$ cat config.mk
export PLATFORM = sky130hd
export DESIGN_NAME = emss_sequencer
export DESIGN_NICKNAME = d
export VERILOG_FILES = /design/src/logic/emss_sequencer.v /design/src/logic/emss_step_ctr.v
export VERILOG_INCLUDE_DIRS = /design/src /design/src/logic
export SDC_FILE = /design/constraint.sdc
export NUM_CORES = 1
export LEC_CHECK = 0
export ABC_AREA = 1
export BUFFER_PORTS_ARGS = -buffer_cell sky130_fd_sc_hd__buf_4
export CORE_ASPECT_RATIO = 0.7
export CORE_MARGIN = 1.5
export CORE_UTILIZATION = 53
export DETAILED_ROUTE_END_ITERATION = 7
export GPL_TIMING_DRIVEN = 0
export PLACE_DENSITY = 0.75
export SYNTH_ARGS = -nofsm -noshare
export SYNTH_HDL_FRONTEND = slang
export SYNTH_SLANG_ARGS = --single-unit
$ cat constraint.sdc
create_clock -name ref_clk_i -period 1.7 [get_ports ref_clk_i]
set_input_delay 0.255 -clock ref_clk_i [delete_from_list [all_inputs] [get_ports ref_clk_i]]
set_output_delay 0.255 -clock ref_clk_i [all_outputs]
set_load 0.05 [all_outputs]
$ cat src/logic/emss_regs.vh
`ifndef EMSS_REGS_VH
`define EMSS_REGS_VH

// ----------------------------------------------------------------
// Scan modes
// ----------------------------------------------------------------
`define EMSS_MODE_LIST 2'h0
`define EMSS_MODE_SINGLE 2'h1
`define EMSS_MODE_RANGE 2'h2

// ----------------------------------------------------------------
// Sizes and limits
// ----------------------------------------------------------------
`define EMSS_LIST_DEPTH 5'h10
`define EMSS_SE_BOARD_LAST 5'h0F
`define EMSS_DIFF_BOARD_LAST 5'h07
`define EMSS_SE_EXP_LAST 6'h3F
`define EMSS_DIFF_EXP_LAST 6'h1F
`define EMSS_SUB_LAST 2'h3

`endif

$ cat src/logic/emss_sequencer.v
`timescale 1ns/1ps
`include "emss_regs.vh"

module emss_sequencer
(
  input wire ref_clk_i,
  input wire sys_rst_i,
  input wire [2:0] cfg_exp_count_i,
  input wire cfg_diff_i,
  input wire [1:0] cfg_mode_i,
  input wire [4:0] cfg_list_len_i,
  input wire [4:0] cfg_range_first_i,
  input wire [4:0] cfg_range_last_i,
  input wire [2:0] cfg_single_unit_i,
  input wire [5:0] cfg_single_chan_i,
  input wire list_wr_i,
  input wire [3:0] list_wr_addr_i,
  input wire [4:0] list_wr_data_i,
  input wire start_i,
  input wire sample_done_i,
  output reg [3:0] board_chan_o,
  output reg [1:0] exp_unit_o,
  output reg [5:0] exp_chan_o,
  output reg exp_sel_valid_o,
  output reg sample_req_o,
  output reg busy_o,
  output reg scan_done_o,
  output reg scan_err_o
);

  // ----------------------------------------------------------------
  // States
  // ----------------------------------------------------------------
  localparam [4:0] ST_IDLE = 5'h01;
  localparam [4:0] ST_LOAD = 5'h02;
  localparam [4:0] ST_SET = 5'h04;
  localparam [4:0] ST_WAIT = 5'h08;
  localparam [4:0] ST_END = 5'h10;

  // ----------------------------------------------------------------
  // Helpers
  // ----------------------------------------------------------------
  // Three units is not a legal wiring, so it fails the start like any other bad count
  function count_ok;
    input [2:0] count;
    begin
      case (count)
        3'h0, 3'h1, 3'h2, 3'h4: count_ok = 1'b1;
        default: count_ok = 1'b0;
      endcase
    end
  endfunction

  function [1:0] last_unit;
    input [2:0] count;
    begin
      case (count)
        3'h2: last_unit = 2'h1;
        3'h4: last_unit = 2'h3;
        default: last_unit = 2'h0;
      endcase
    end
  endfunction

  // Expander channel ranges map back to the same board range, so one check serves both
  function board_ok;
    input [4:0] chan;
    input diff;
    begin
      board_ok = diff ? (chan <= `EMSS_DIFF_BOARD_LAST) : (chan <= `EMSS_SE_BOARD_LAST);
    end
  endfunction

  // Differential wiring pairs the unit inputs, halving the usable channels
  function exp_ok;
    input [5:0] chan;
    input diff;
    begin
      exp_ok = diff ? (chan <= `EMSS_DIFF_EXP_LAST) : (chan <= `EMSS_SE_EXP_LAST);
    end
  endfunction

  // ----------------------------------------------------------------
  // Storage and state
  // ----------------------------------------------------------------
  reg [4:0] list_mem [0:15];
  reg [4:0] state_reg;
  reg [1:0] mode_reg;
  reg [2:0] count_reg;
  reg diff_reg;
  reg [4:0] last_pos_reg;
  reg [4:0] pos_reg;
  reg [3:0] board_reg;
  reg [1:0] single_unit_reg;
  reg [5:0] single_chan_reg;
  reg clear_reg;

  wire [1:0] sub_w;
  wire [1:0] unit_w;
  wire last_step_w;
  wire [4:0] entry_w;
  wire entry_last_w;
  wire cfg_ok_w;
  wire single_ok_w;
  wire range_ok_w;
  wire list_ok_w;
  wire [1:0] last_unit_w;
  wire single_w;
  wire step_w;

  // ----------------------------------------------------------------
  // Start-time checks
  // ----------------------------------------------------------------
  assign single_ok_w = (cfg_exp_count_i != 3'h0) && (cfg_single_unit_i != 3'h0) &&
                       (cfg_single_unit_i <= cfg_exp_count_i) &&
                       exp_ok(cfg_single_chan_i, cfg_diff_i);
  assign range_ok_w = (cfg_range_first_i <= cfg_range_last_i) &&
                      board_ok(cfg_range_last_i, cfg_diff_i);
  assign list_ok_w = (cfg_list_len_i != 5'h00) && (cfg_list_len_i <= `EMSS_LIST_DEPTH);
  // Mode 3 is not a scan mode and fails the start
  assign cfg_ok_w = count_ok(cfg_exp_count_i) &&
                    ((cfg_mode_i == `EMSS_MODE_LIST) ? list_ok_w :
                     (cfg_mode_i == `EMSS_MODE_SINGLE) ? single_ok_w :
                     (cfg_mode_i == `EMSS_MODE_RANGE) ? range_ok_w : 1'b0);

  // List mode reads the stored entry, range mode walks board numbers directly
  assign entry_w = (mode_reg == `EMSS_MODE_LIST) ? list_mem[pos_reg[3:0]] : pos_reg;
  assign entry_last_w = (pos_reg == last_pos_reg);

  // ----------------------------------------------------------------
  // Expander sub-step and unit counters
  // ----------------------------------------------------------------
  // The counters step on the very edge that leaves WAIT, so SET already sees
  // the next sub-step; a step one cycle later would repeat the first channel
  assign single_w = (mode_reg == `EMSS_MODE_SINGLE);
  assign last_unit_w = last_unit(count_reg);
  assign step_w = (state_reg == ST_WAIT) && sample_done_i && !single_w &&
                  (count_reg != 3'h0) && !last_step_w;

  emss_step_ctr u_step_ctr
  (
    .ref_clk_i(ref_clk_i),
    .sys_rst_i(sys_rst_i),
    .clear_i(clear_reg),
    .step_i(step_w),
    .last_unit_i(last_unit_w),
    .sub_o(sub_w),
    .unit_o(unit_w),
    .last_o(last_step_w)
  );

  // ----------------------------------------------------------------
  // Scan list writes
  // ----------------------------------------------------------------
  // Writes during a scan are dropped so the running order cannot change under it
  always @(posedge ref_clk_i)
  begin
    if (list_wr_i && (state_reg == ST_IDLE))
    begin
      list_mem[list_wr_addr_i] <= list_wr_data_i;
    end
  end

  // ----------------------------------------------------------------
  // Sequencer
  // ----------------------------------------------------------------
  always @(posedge ref_clk_i)
  begin
    if (sys_rst_i)
    begin
      state_reg <= ST_IDLE;
      mode_reg <= `EMSS_MODE_LIST;
      count_reg <= 3'h0;
      diff_reg <= 1'b0;
      last_pos_reg <= 5'h00;
      pos_reg <= 5'h00;
      board_reg <= 4'h0;
      single_unit_reg <= 2'h0;
      single_chan_reg <= 6'h00;
      clear_reg <= 1'b0;
      board_chan_o <= 4'h0;
      exp_unit_o <= 2'h0;
      exp_chan_o <= 6'h00;
      exp_sel_valid_o <= 1'b0;
      sample_req_o <= 1'b0;
      busy_o <= 1'b0;
      scan_done_o <= 1'b0;
      scan_err_o <= 1'b0;
    end
    else
    begin
      clear_reg <= 1'b0;
      sample_req_o <= 1'b0;
      scan_done_o <= 1'b0;
      case (state_reg)
        ST_IDLE:
        begin
          if (start_i)
          begin
            // Configuration is frozen here for the whole scan
            mode_reg <= cfg_mode_i;
            count_reg <= cfg_exp_count_i;
            diff_reg <= cfg_diff_i;
            single_unit_reg <= cfg_single_unit_i[1:0] - 2'h1;
            single_chan_reg <= cfg_single_chan_i;
            pos_reg <= (cfg_mode_i == `EMSS_MODE_RANGE) ? cfg_range_first_i : 5'h00;
            last_pos_reg <= (cfg_mode_i == `EMSS_MODE_RANGE) ? cfg_range_last_i :
                            cfg_list_len_i - 5'h01;
            clear_reg <= 1'b1;
            scan_err_o <= 1'b0;
            busy_o <= 1'b1;
            if (cfg_ok_w)
            begin
              state_reg <= (cfg_mode_i == `EMSS_MODE_SINGLE) ? ST_SET : ST_LOAD;
            end
            else
            begin
              scan_err_o <= 1'b1;
              state_reg <= ST_END;
            end
          end
        end
        ST_LOAD:
        begin
          // A bad entry stops the scan; samples already taken stand
          if (board_ok(entry_w, diff_reg))
          begin
            board_reg <= entry_w[3:0];
            state_reg <= ST_SET;
          end
          else
          begin
            scan_err_o <= 1'b1;
            state_reg <= ST_END;
          end
        end
        ST_SET:
        begin
          exp_sel_valid_o <= (count_reg != 3'h0);
          sample_req_o <= 1'b1;
          state_reg <= ST_WAIT;
          if (single_w)
          begin
            // Only the named channel of the named unit is sampled
            board_chan_o <= single_chan_reg[5:2];
            exp_unit_o <= single_unit_reg;
            exp_chan_o <= single_chan_reg;
          end
          else if (count_reg == 3'h0)
          begin
            board_chan_o <= board_reg;
            exp_unit_o <= 2'h0;
            exp_chan_o <= 6'h00;
          end
          else
          begin
            board_chan_o <= board_reg;
            exp_unit_o <= unit_w;
            exp_chan_o <= {board_reg, sub_w};
          end
        end
        ST_WAIT:
        begin
          if (sample_done_i)
          begin
            if (single_w || (count_reg == 3'h0) || last_step_w)
            begin
              clear_reg <= 1'b1;
              if (single_w || entry_last_w)
              begin
                state_reg <= ST_END;
              end
              else
              begin
                pos_reg <= pos_reg + 5'h01;
                state_reg <= ST_LOAD;
              end
            end
            else
            begin
              // The counters advance on this same edge through step_w
              state_reg <= ST_SET;
            end
          end
        end
        ST_END:
        begin
          // One cycle to close the scan; the error level stays until the next start
          busy_o <= 1'b0;
          exp_sel_valid_o <= 1'b0;
          scan_done_o <= 1'b1;
          state_reg <= ST_IDLE;
        end
        default:
        begin
          state_reg <= ST_IDLE;
          busy_o <= 1'b0;
        end
      endcase
    end
  end

endmodule // emss_sequencer

$ cat src/logic/emss_step_ctr.v
`timescale 1ns/1ps
`include "emss_regs.vh"

module emss_step_ctr
(
  input wire ref_clk_i,
  input wire sys_rst_i,
  input wire clear_i,
  input wire step_i,
  input wire [1:0] last_unit_i,
  output reg [1:0] sub_o,
  output reg [1:0] unit_o,
  output wire last_o
);

  // Sub-step runs innermost so one unit's four channels finish before the next unit
  assign last_o = (sub_o == `EMSS_SUB_LAST) && (unit_o == last_unit_i);

  always @(posedge ref_clk_i)
  begin
    if (sys_rst_i || clear_i)
    begin
      sub_o <= 2'h0;
      unit_o <= 2'h0;
    end
    else if (step_i)
    begin
      if (sub_o == `EMSS_SUB_LAST)
      begin
        sub_o <= 2'h0;
        unit_o <= (unit_o == last_unit_i) ? 2'h0 : unit_o + 2'h1;
      end
      else
      begin
        sub_o <= sub_o + 2'h1;
      end
    end
  end

endmodule // emss_step_ctr

* Word level (Yosys, flattened, before mapping)
Memories as Yosys holds them, arrays and structs flattened. A register that Yosys moved wholly into a read port is not among the register bits.
Index checks and enable logic that the tools add are counted.
** Storage, ports and cells
- Memories :: 1
- Bits in writable memories :: 80
- Register bits :: 55
- Word-level logic and storage cells :: 143
** Cells by class
- Multiplexer cells :: 48
- Equality and inequality tests :: 21
- Bitwise gates (word level) :: 1
- Reductions and logical operators :: 38
- Add/subtract/negate cells :: 5
- $lt $le $gt $ge :: 9
** Memories
- list_mem :: depth 16, bits a word 5, read ports 1, clocked after memory_dff 1, write ports 1, RTL line emss_sequencer.v:86 : reg [4:0] list_mem [0:15];
** Operators with widths (number)
- $mux 5 :: 13
- $pmux 5 s4 :: 1
- $mux 1 :: 18
- $logic_and 1x1->1 :: 12
- $mux 4 :: 3
- $mux 6 :: 2
- $le 5x3->1 const B :: 2
- $le 5x4->1 const B :: 2
- $pmux 5 s2 :: 1
- $reduce_and 2->1 :: 5
- $reduce_bool 3->1 :: 3
- $mux 2 :: 4
- $ne 2x2->1 const B :: 4
- $pmux 1 s2 :: 4
- $eq 3x2->1 const B :: 2
- $eq 3x3->1 const B :: 2
- $le 6x5->1 const B :: 1
- $le 6x6->1 const B :: 1
- $logic_not 3->1 :: 2
- $reduce_bool 2->1 :: 3
- $add 5x1->5 const B :: 1
- $eq 5x1->1 const B :: 1
- $eq 5x2->1 const B :: 1
- $eq 5x3->1 const B :: 1
- other kinds (25) :: 33

* Longest topological paths before layout
- Word-level depth :: 10
- Mapped depth :: 16
- Mapped depth without buffers :: 16

* Cells and area by module
A second synthesis with hierarchy kept.
** Second synthesis, totals
- Cells, all modules :: 707
- Area total of the unflattened synthesis :: 6343.6 sq um
** Modules (own cells, without submodules)
- emss_sequencer :: instances 1, area each 6117.1 sq um, cells each 672
- emss_step_ctr :: instances 1, area each 226.5 sq um, cells each 35

* Worst setup path before layout
OpenSTA, ideal clock, no wires.
- Path kind :: flip-flop to flip-flop
- Start point :: reg state_reg[3]
- End point :: mem list_mem[0][0], enable pin
- Setup slack :: -87 ps
- Period minus slack after synthesis :: 1787 ps
- Buffers on the path :: 0
- Required time :: 1360 ps
- Stages on the path, launching flop included :: 8
- Data arrival time :: 1447 ps
- Path through :: dfxtp_1 -> inv_1 -> nand2_1 -> nor4_4 -> inv_2 -> nor2_1 -> nand3_1 -> nor2_1
** Between the ends
- Longest elaborated chain between the ends :: 4
** RTL lines
- start, declared :: RTL line emss_sequencer.v:87 : reg [4:0] state_reg;
- start signal, assigned :: RTL line emss_sequencer.v:214 : state_reg <= (cfg_mode_i == `EMSS_MODE_SINGLE) ? ST_SET : ST_LOAD;
- $eq 5x1->1 :: RTL line emss_sequencer.v:158 : if (list_wr_i && (state_reg == ST_IDLE))
- $logic_and 1x1->1 :: RTL line emss_sequencer.v:158
- $mux 1 :: RTL line emss_sequencer.v:158
- $mux 1 (implied by the code) :: RTL line emss_sequencer.v:160 : list_mem[list_wr_addr_i] <= list_wr_data_i;
- end, declared :: RTL line emss_sequencer.v:86
No other way between the ends.

* Worst setup path after layout
- Start point :: reg state_reg[3]
- End point :: mem list_mem[9][3], enable pin
Same word-level chain as after synthesis.

==> metrics.log <==
INFO  metric worst_slew_margin_rel = 0.550
INFO  metric synthAdderAreaFrac = 0.0259
INFO  metric smallest_hold_slack = 0.0271 ns
INFO  metric stdcell_area = 8560 µm²
INFO  metric fin_tns_setup = -8.41 ns
INFO  metric rsz0062_at_grt = true
INFO  metric setup.reg_to_reg.worst_slack = -0.12 ns
INFO  metric number_of_standard_cells_after_synthesis = 694
INFO  metric final_layout_size_suffix_gt1_frac = 0.316
INFO  metric die_height = 94.0 µm
INFO  metric main_combinational_cell_family_by_area_after_synthesis = simple AND/OR/NAND/NOR gates
INFO  metric ios = 61
INFO  metric worstSetupEndpointType = register
INFO  metric tightest_slew = 0.675 ns
INFO  metric yosysUniqueCellTypes = 36
INFO  metric crit_type = reg -> reg
INFO  metric final_cell_count_no_fill = 976
INFO  metric clkLatencyLatePin = 0.43 ns
INFO  metric initial_utilization = 0.540
INFO  metric seqCellArea = 3600 µm²
INFO  metric crit_path_start_kind = register
INFO  metric critPathArrivalTime = 1.94 ns
INFO  metric fillers = 733
INFO  metric timing.rr.start = state_reg[3]
INFO  metric worst_clock_skew = 0.00656 ns
INFO  metric layout.cells.most_common = nand2_1
INFO  metric layout.cells.most_common_list = nand2_1, buf_4, edfxtp_1
INFO  metric regToRegEndpoint = list_mem[9][3]
INFO  metric hold_path_end = single_unit_reg[0]
INFO  metric syn-mean-instance-area = 9.04 µm²
INFO  metric pd_cells = 1210 nW/µm²
INFO  metric floorplan.die_area = 12,500 µm²
INFO  metric rows = 33
INFO  metric max_clock_freq = 0.549 GHz
INFO  metric synth.ff_latch_count = 139
INFO  metric synth-compound-area-share = 0.126
INFO  metric routedWlPerCell = 19.5 µm
INFO  metric largest_register_ff_count = 80
INFO  metric grt_use_total = 0.289
INFO  metric first_global_vias = 5,337
INFO  metric synth_simple_gate_area_share = 0.208
INFO  metric detail_route.iter0.violations = 653
INFO  metric cts_num_sinks = 139
INFO  metric drt-pass1-iter-count = 6
INFO  metric num_antenna_cells = 0
INFO  metric antenna_violating_nets_post_route = 0
INFO  metric post_synth_mux_area_share = 0
INFO  metric depth_of_the_worst_register_to_register_path = 8
INFO  metric areaGrowthSynthToFinish = 36.5%
INFO  metric placedInstanceArea = 7070 µm²
INFO  metric run_status = finished, violations left
INFO  metric period_minus_slack = 1.82 ns
INFO  metric critical_path_required = 1.82 ns
INFO  metric synth.yosys.seq_area_share = 0.571
INFO  metric worstHoldPathCells = 2
INFO  metric finalSetupViolCount = 111
INFO  metric max_cap_viol_count = 0
INFO  metric synthesis.nets = 751
INFO  metric design.final.nets = 863
INFO  metric layout_worst_path_cycle_share = 1.07
INFO  metric htreeDepth = 4
INFO  metric cts_tree = built
INFO  metric violations = negative setup slack
INFO  metric number_of_antenna_violations_at_the_first_check_in_global_routing = 0
INFO  metric vias = 5,916
INFO  metric power.total = 10.4 mW
INFO  metric synth_area = 6270 µm²
INFO  metric clk_pin_slew_worst_paths = 0.06 ns
INFO  metric synthesis.yosys.warnings = 0
INFO  metric route.detailed.drc = 0
INFO  metric ctsLongestPathBuffers = 2
INFO  metric routed_wl = 19.0 mm
INFO  metric port_buffers = 60
INFO  metric multi_input_comb_area = 2830 µm²
INFO  metric grt_max_degree = 17
INFO  metric p_leak = 3.41 nW
INFO  metric dp_cells = 911
INFO  metric routabilityCongestion = 0.906
INFO  metric chipWidth = 133 µm
INFO  metric hold_viol = 0
INFO  metric core_footprint = 11,600 µm²
INFO  metric xor_xnor_share_of_the_synthesized_area = 0.00978
INFO  metric drv_slew = 0
INFO  metric grt_pass1_wl = 27.3 mm
INFO  metric clock_tree.root_cell = clkbuf_16
INFO  metric cts_made_buffers = 17
INFO  metric cts.hold.buffers_added = 0
INFO  metric hold_path_class = in -> reg
INFO  metric grt.overflow.total = 0
INFO  metric place.detailed.hpwl = 11.5 mm
INFO  metric place_worst_setup_slack = -0.371 ns
INFO  metric vdd_drop_max = 884 µV
INFO  metric layout.core_utilization = 0.738
INFO  metric critical_path_peak_fanout = 5
INFO  metric route.detailed.vias_per_inst = 6.06
INFO  metric final_critical_path_setup_slack = -0.121 ns
INFO  metric hold_path.startpoint = cfg_single_unit_i[0]
-- area by class of cell --
type / instances / area share
tap: 157 / 0.0230
timing repair buffer: 92 / 0.0948
buffer: 25 / 0.0298
sequential: 139 / 0.420
clock inverter: 11 / 0.0108
multi-input combinational: 467 / 0.331
inverter: 64 / 0.0300
clock buffer: 21 / 0.0601
-- worst max-delay path by stage --
stage,cells after the start,slack (ns),end,start
global route,13,-0.17,board_reg[3],register
global placement,7,-0.38,list_mem[3][4],state_reg[3]
CTS,8,-0.10,list_mem[5][1],state_reg[3]
detailed placement,7,-0.37,list_mem[5][4],state_reg[3]
floorplan,7,-0.06,list_mem[13][0],state_reg[3]
finish,8,-0.12,list_mem[9][3],state_reg[3]
-- critical path: stages, from the launching register on --
cell	delay, ns
dfxtp_2	0.33
inv_2	0.09
nand2_4	0.07
nor4_4	0.24
inv_2	0.13
nor2_4	0.12
buf_12	0.14
nand3_4	0.14
nor2_4	0.25
-- synthesized netlist by cell type --
master     count  area [µm²]
xnor2_1        5        43.8
nand2_2        2        12.5
nand3_2        1        10.0
nand4_1        4        25.0
o21ai_1        1        5.00
ha_1          13         163
nor2_4         2        22.5
xor2_1         2        17.5
buf_2         13        65.1
o22ai_1        1        6.26
o21ai_0       70         350
buf_4          2        15.0
nand3_1       65         325
dfxtp_1       59        1180
o21ai_2        1        8.76
nor4_2         1        12.5
nor3_1         2        10.0
nor2_2         1        6.26
a21oi_1       51         255
inv_2          8        30.0
nor4_4         1        21.3
nand3_4        1        17.5
inv_1         54         203
nor4_1         1        6.26
o221ai_1      13         114
a211oi_1       3        22.5
clkinv_1       1        3.75
nand2_1      118         443
o2111ai_1      1        8.76
nand3b_1       3        22.5
o211a_1        1        10.0
a31oi_1        2        12.5
clkbuf_1      11        41.3
edfxtp_1      80        2400
inv_4          1        6.26
nor2_1        99         372
-- kinds of logic (layout without fill, tap and decap cells) --
kind of cell,Yosys count,after routing
xor gates and xnor gates,7,7
DFF,139,139
AOI/OAI and AO/OA,144,144
adders and majority gates,13,13
buffers and inverters,90,213
and+or+nand+nor,301,303
-- routing by layer --
| layer | routed length, µm | global-route usage |
|---|---|---|
| met1 | 7580 | 0.404 |
| met2 | 8540 | 0.438 |
| met3 | 2420 | 0.0755 |
| met4 | 494 | 0.103 |
| met5 | 0 | 0 |
-- timing repair --
action,in CTS,in global routing
pin swaps,13,32
setup endpoints to repair,128,129
gates cloned,2,5
gates resized for setup,55,113
setup buffers,8,19
-- report_power, final --
group          internal [mW]  total, mW  leakage (nW)  switching (mW)
Sequential              3.74       3.92          1.21           0.183
Combinational           1.08       2.73          1.90            1.64
Clock                   2.20       3.75         0.301            1.54
Power figures use the tool's default switching activity.
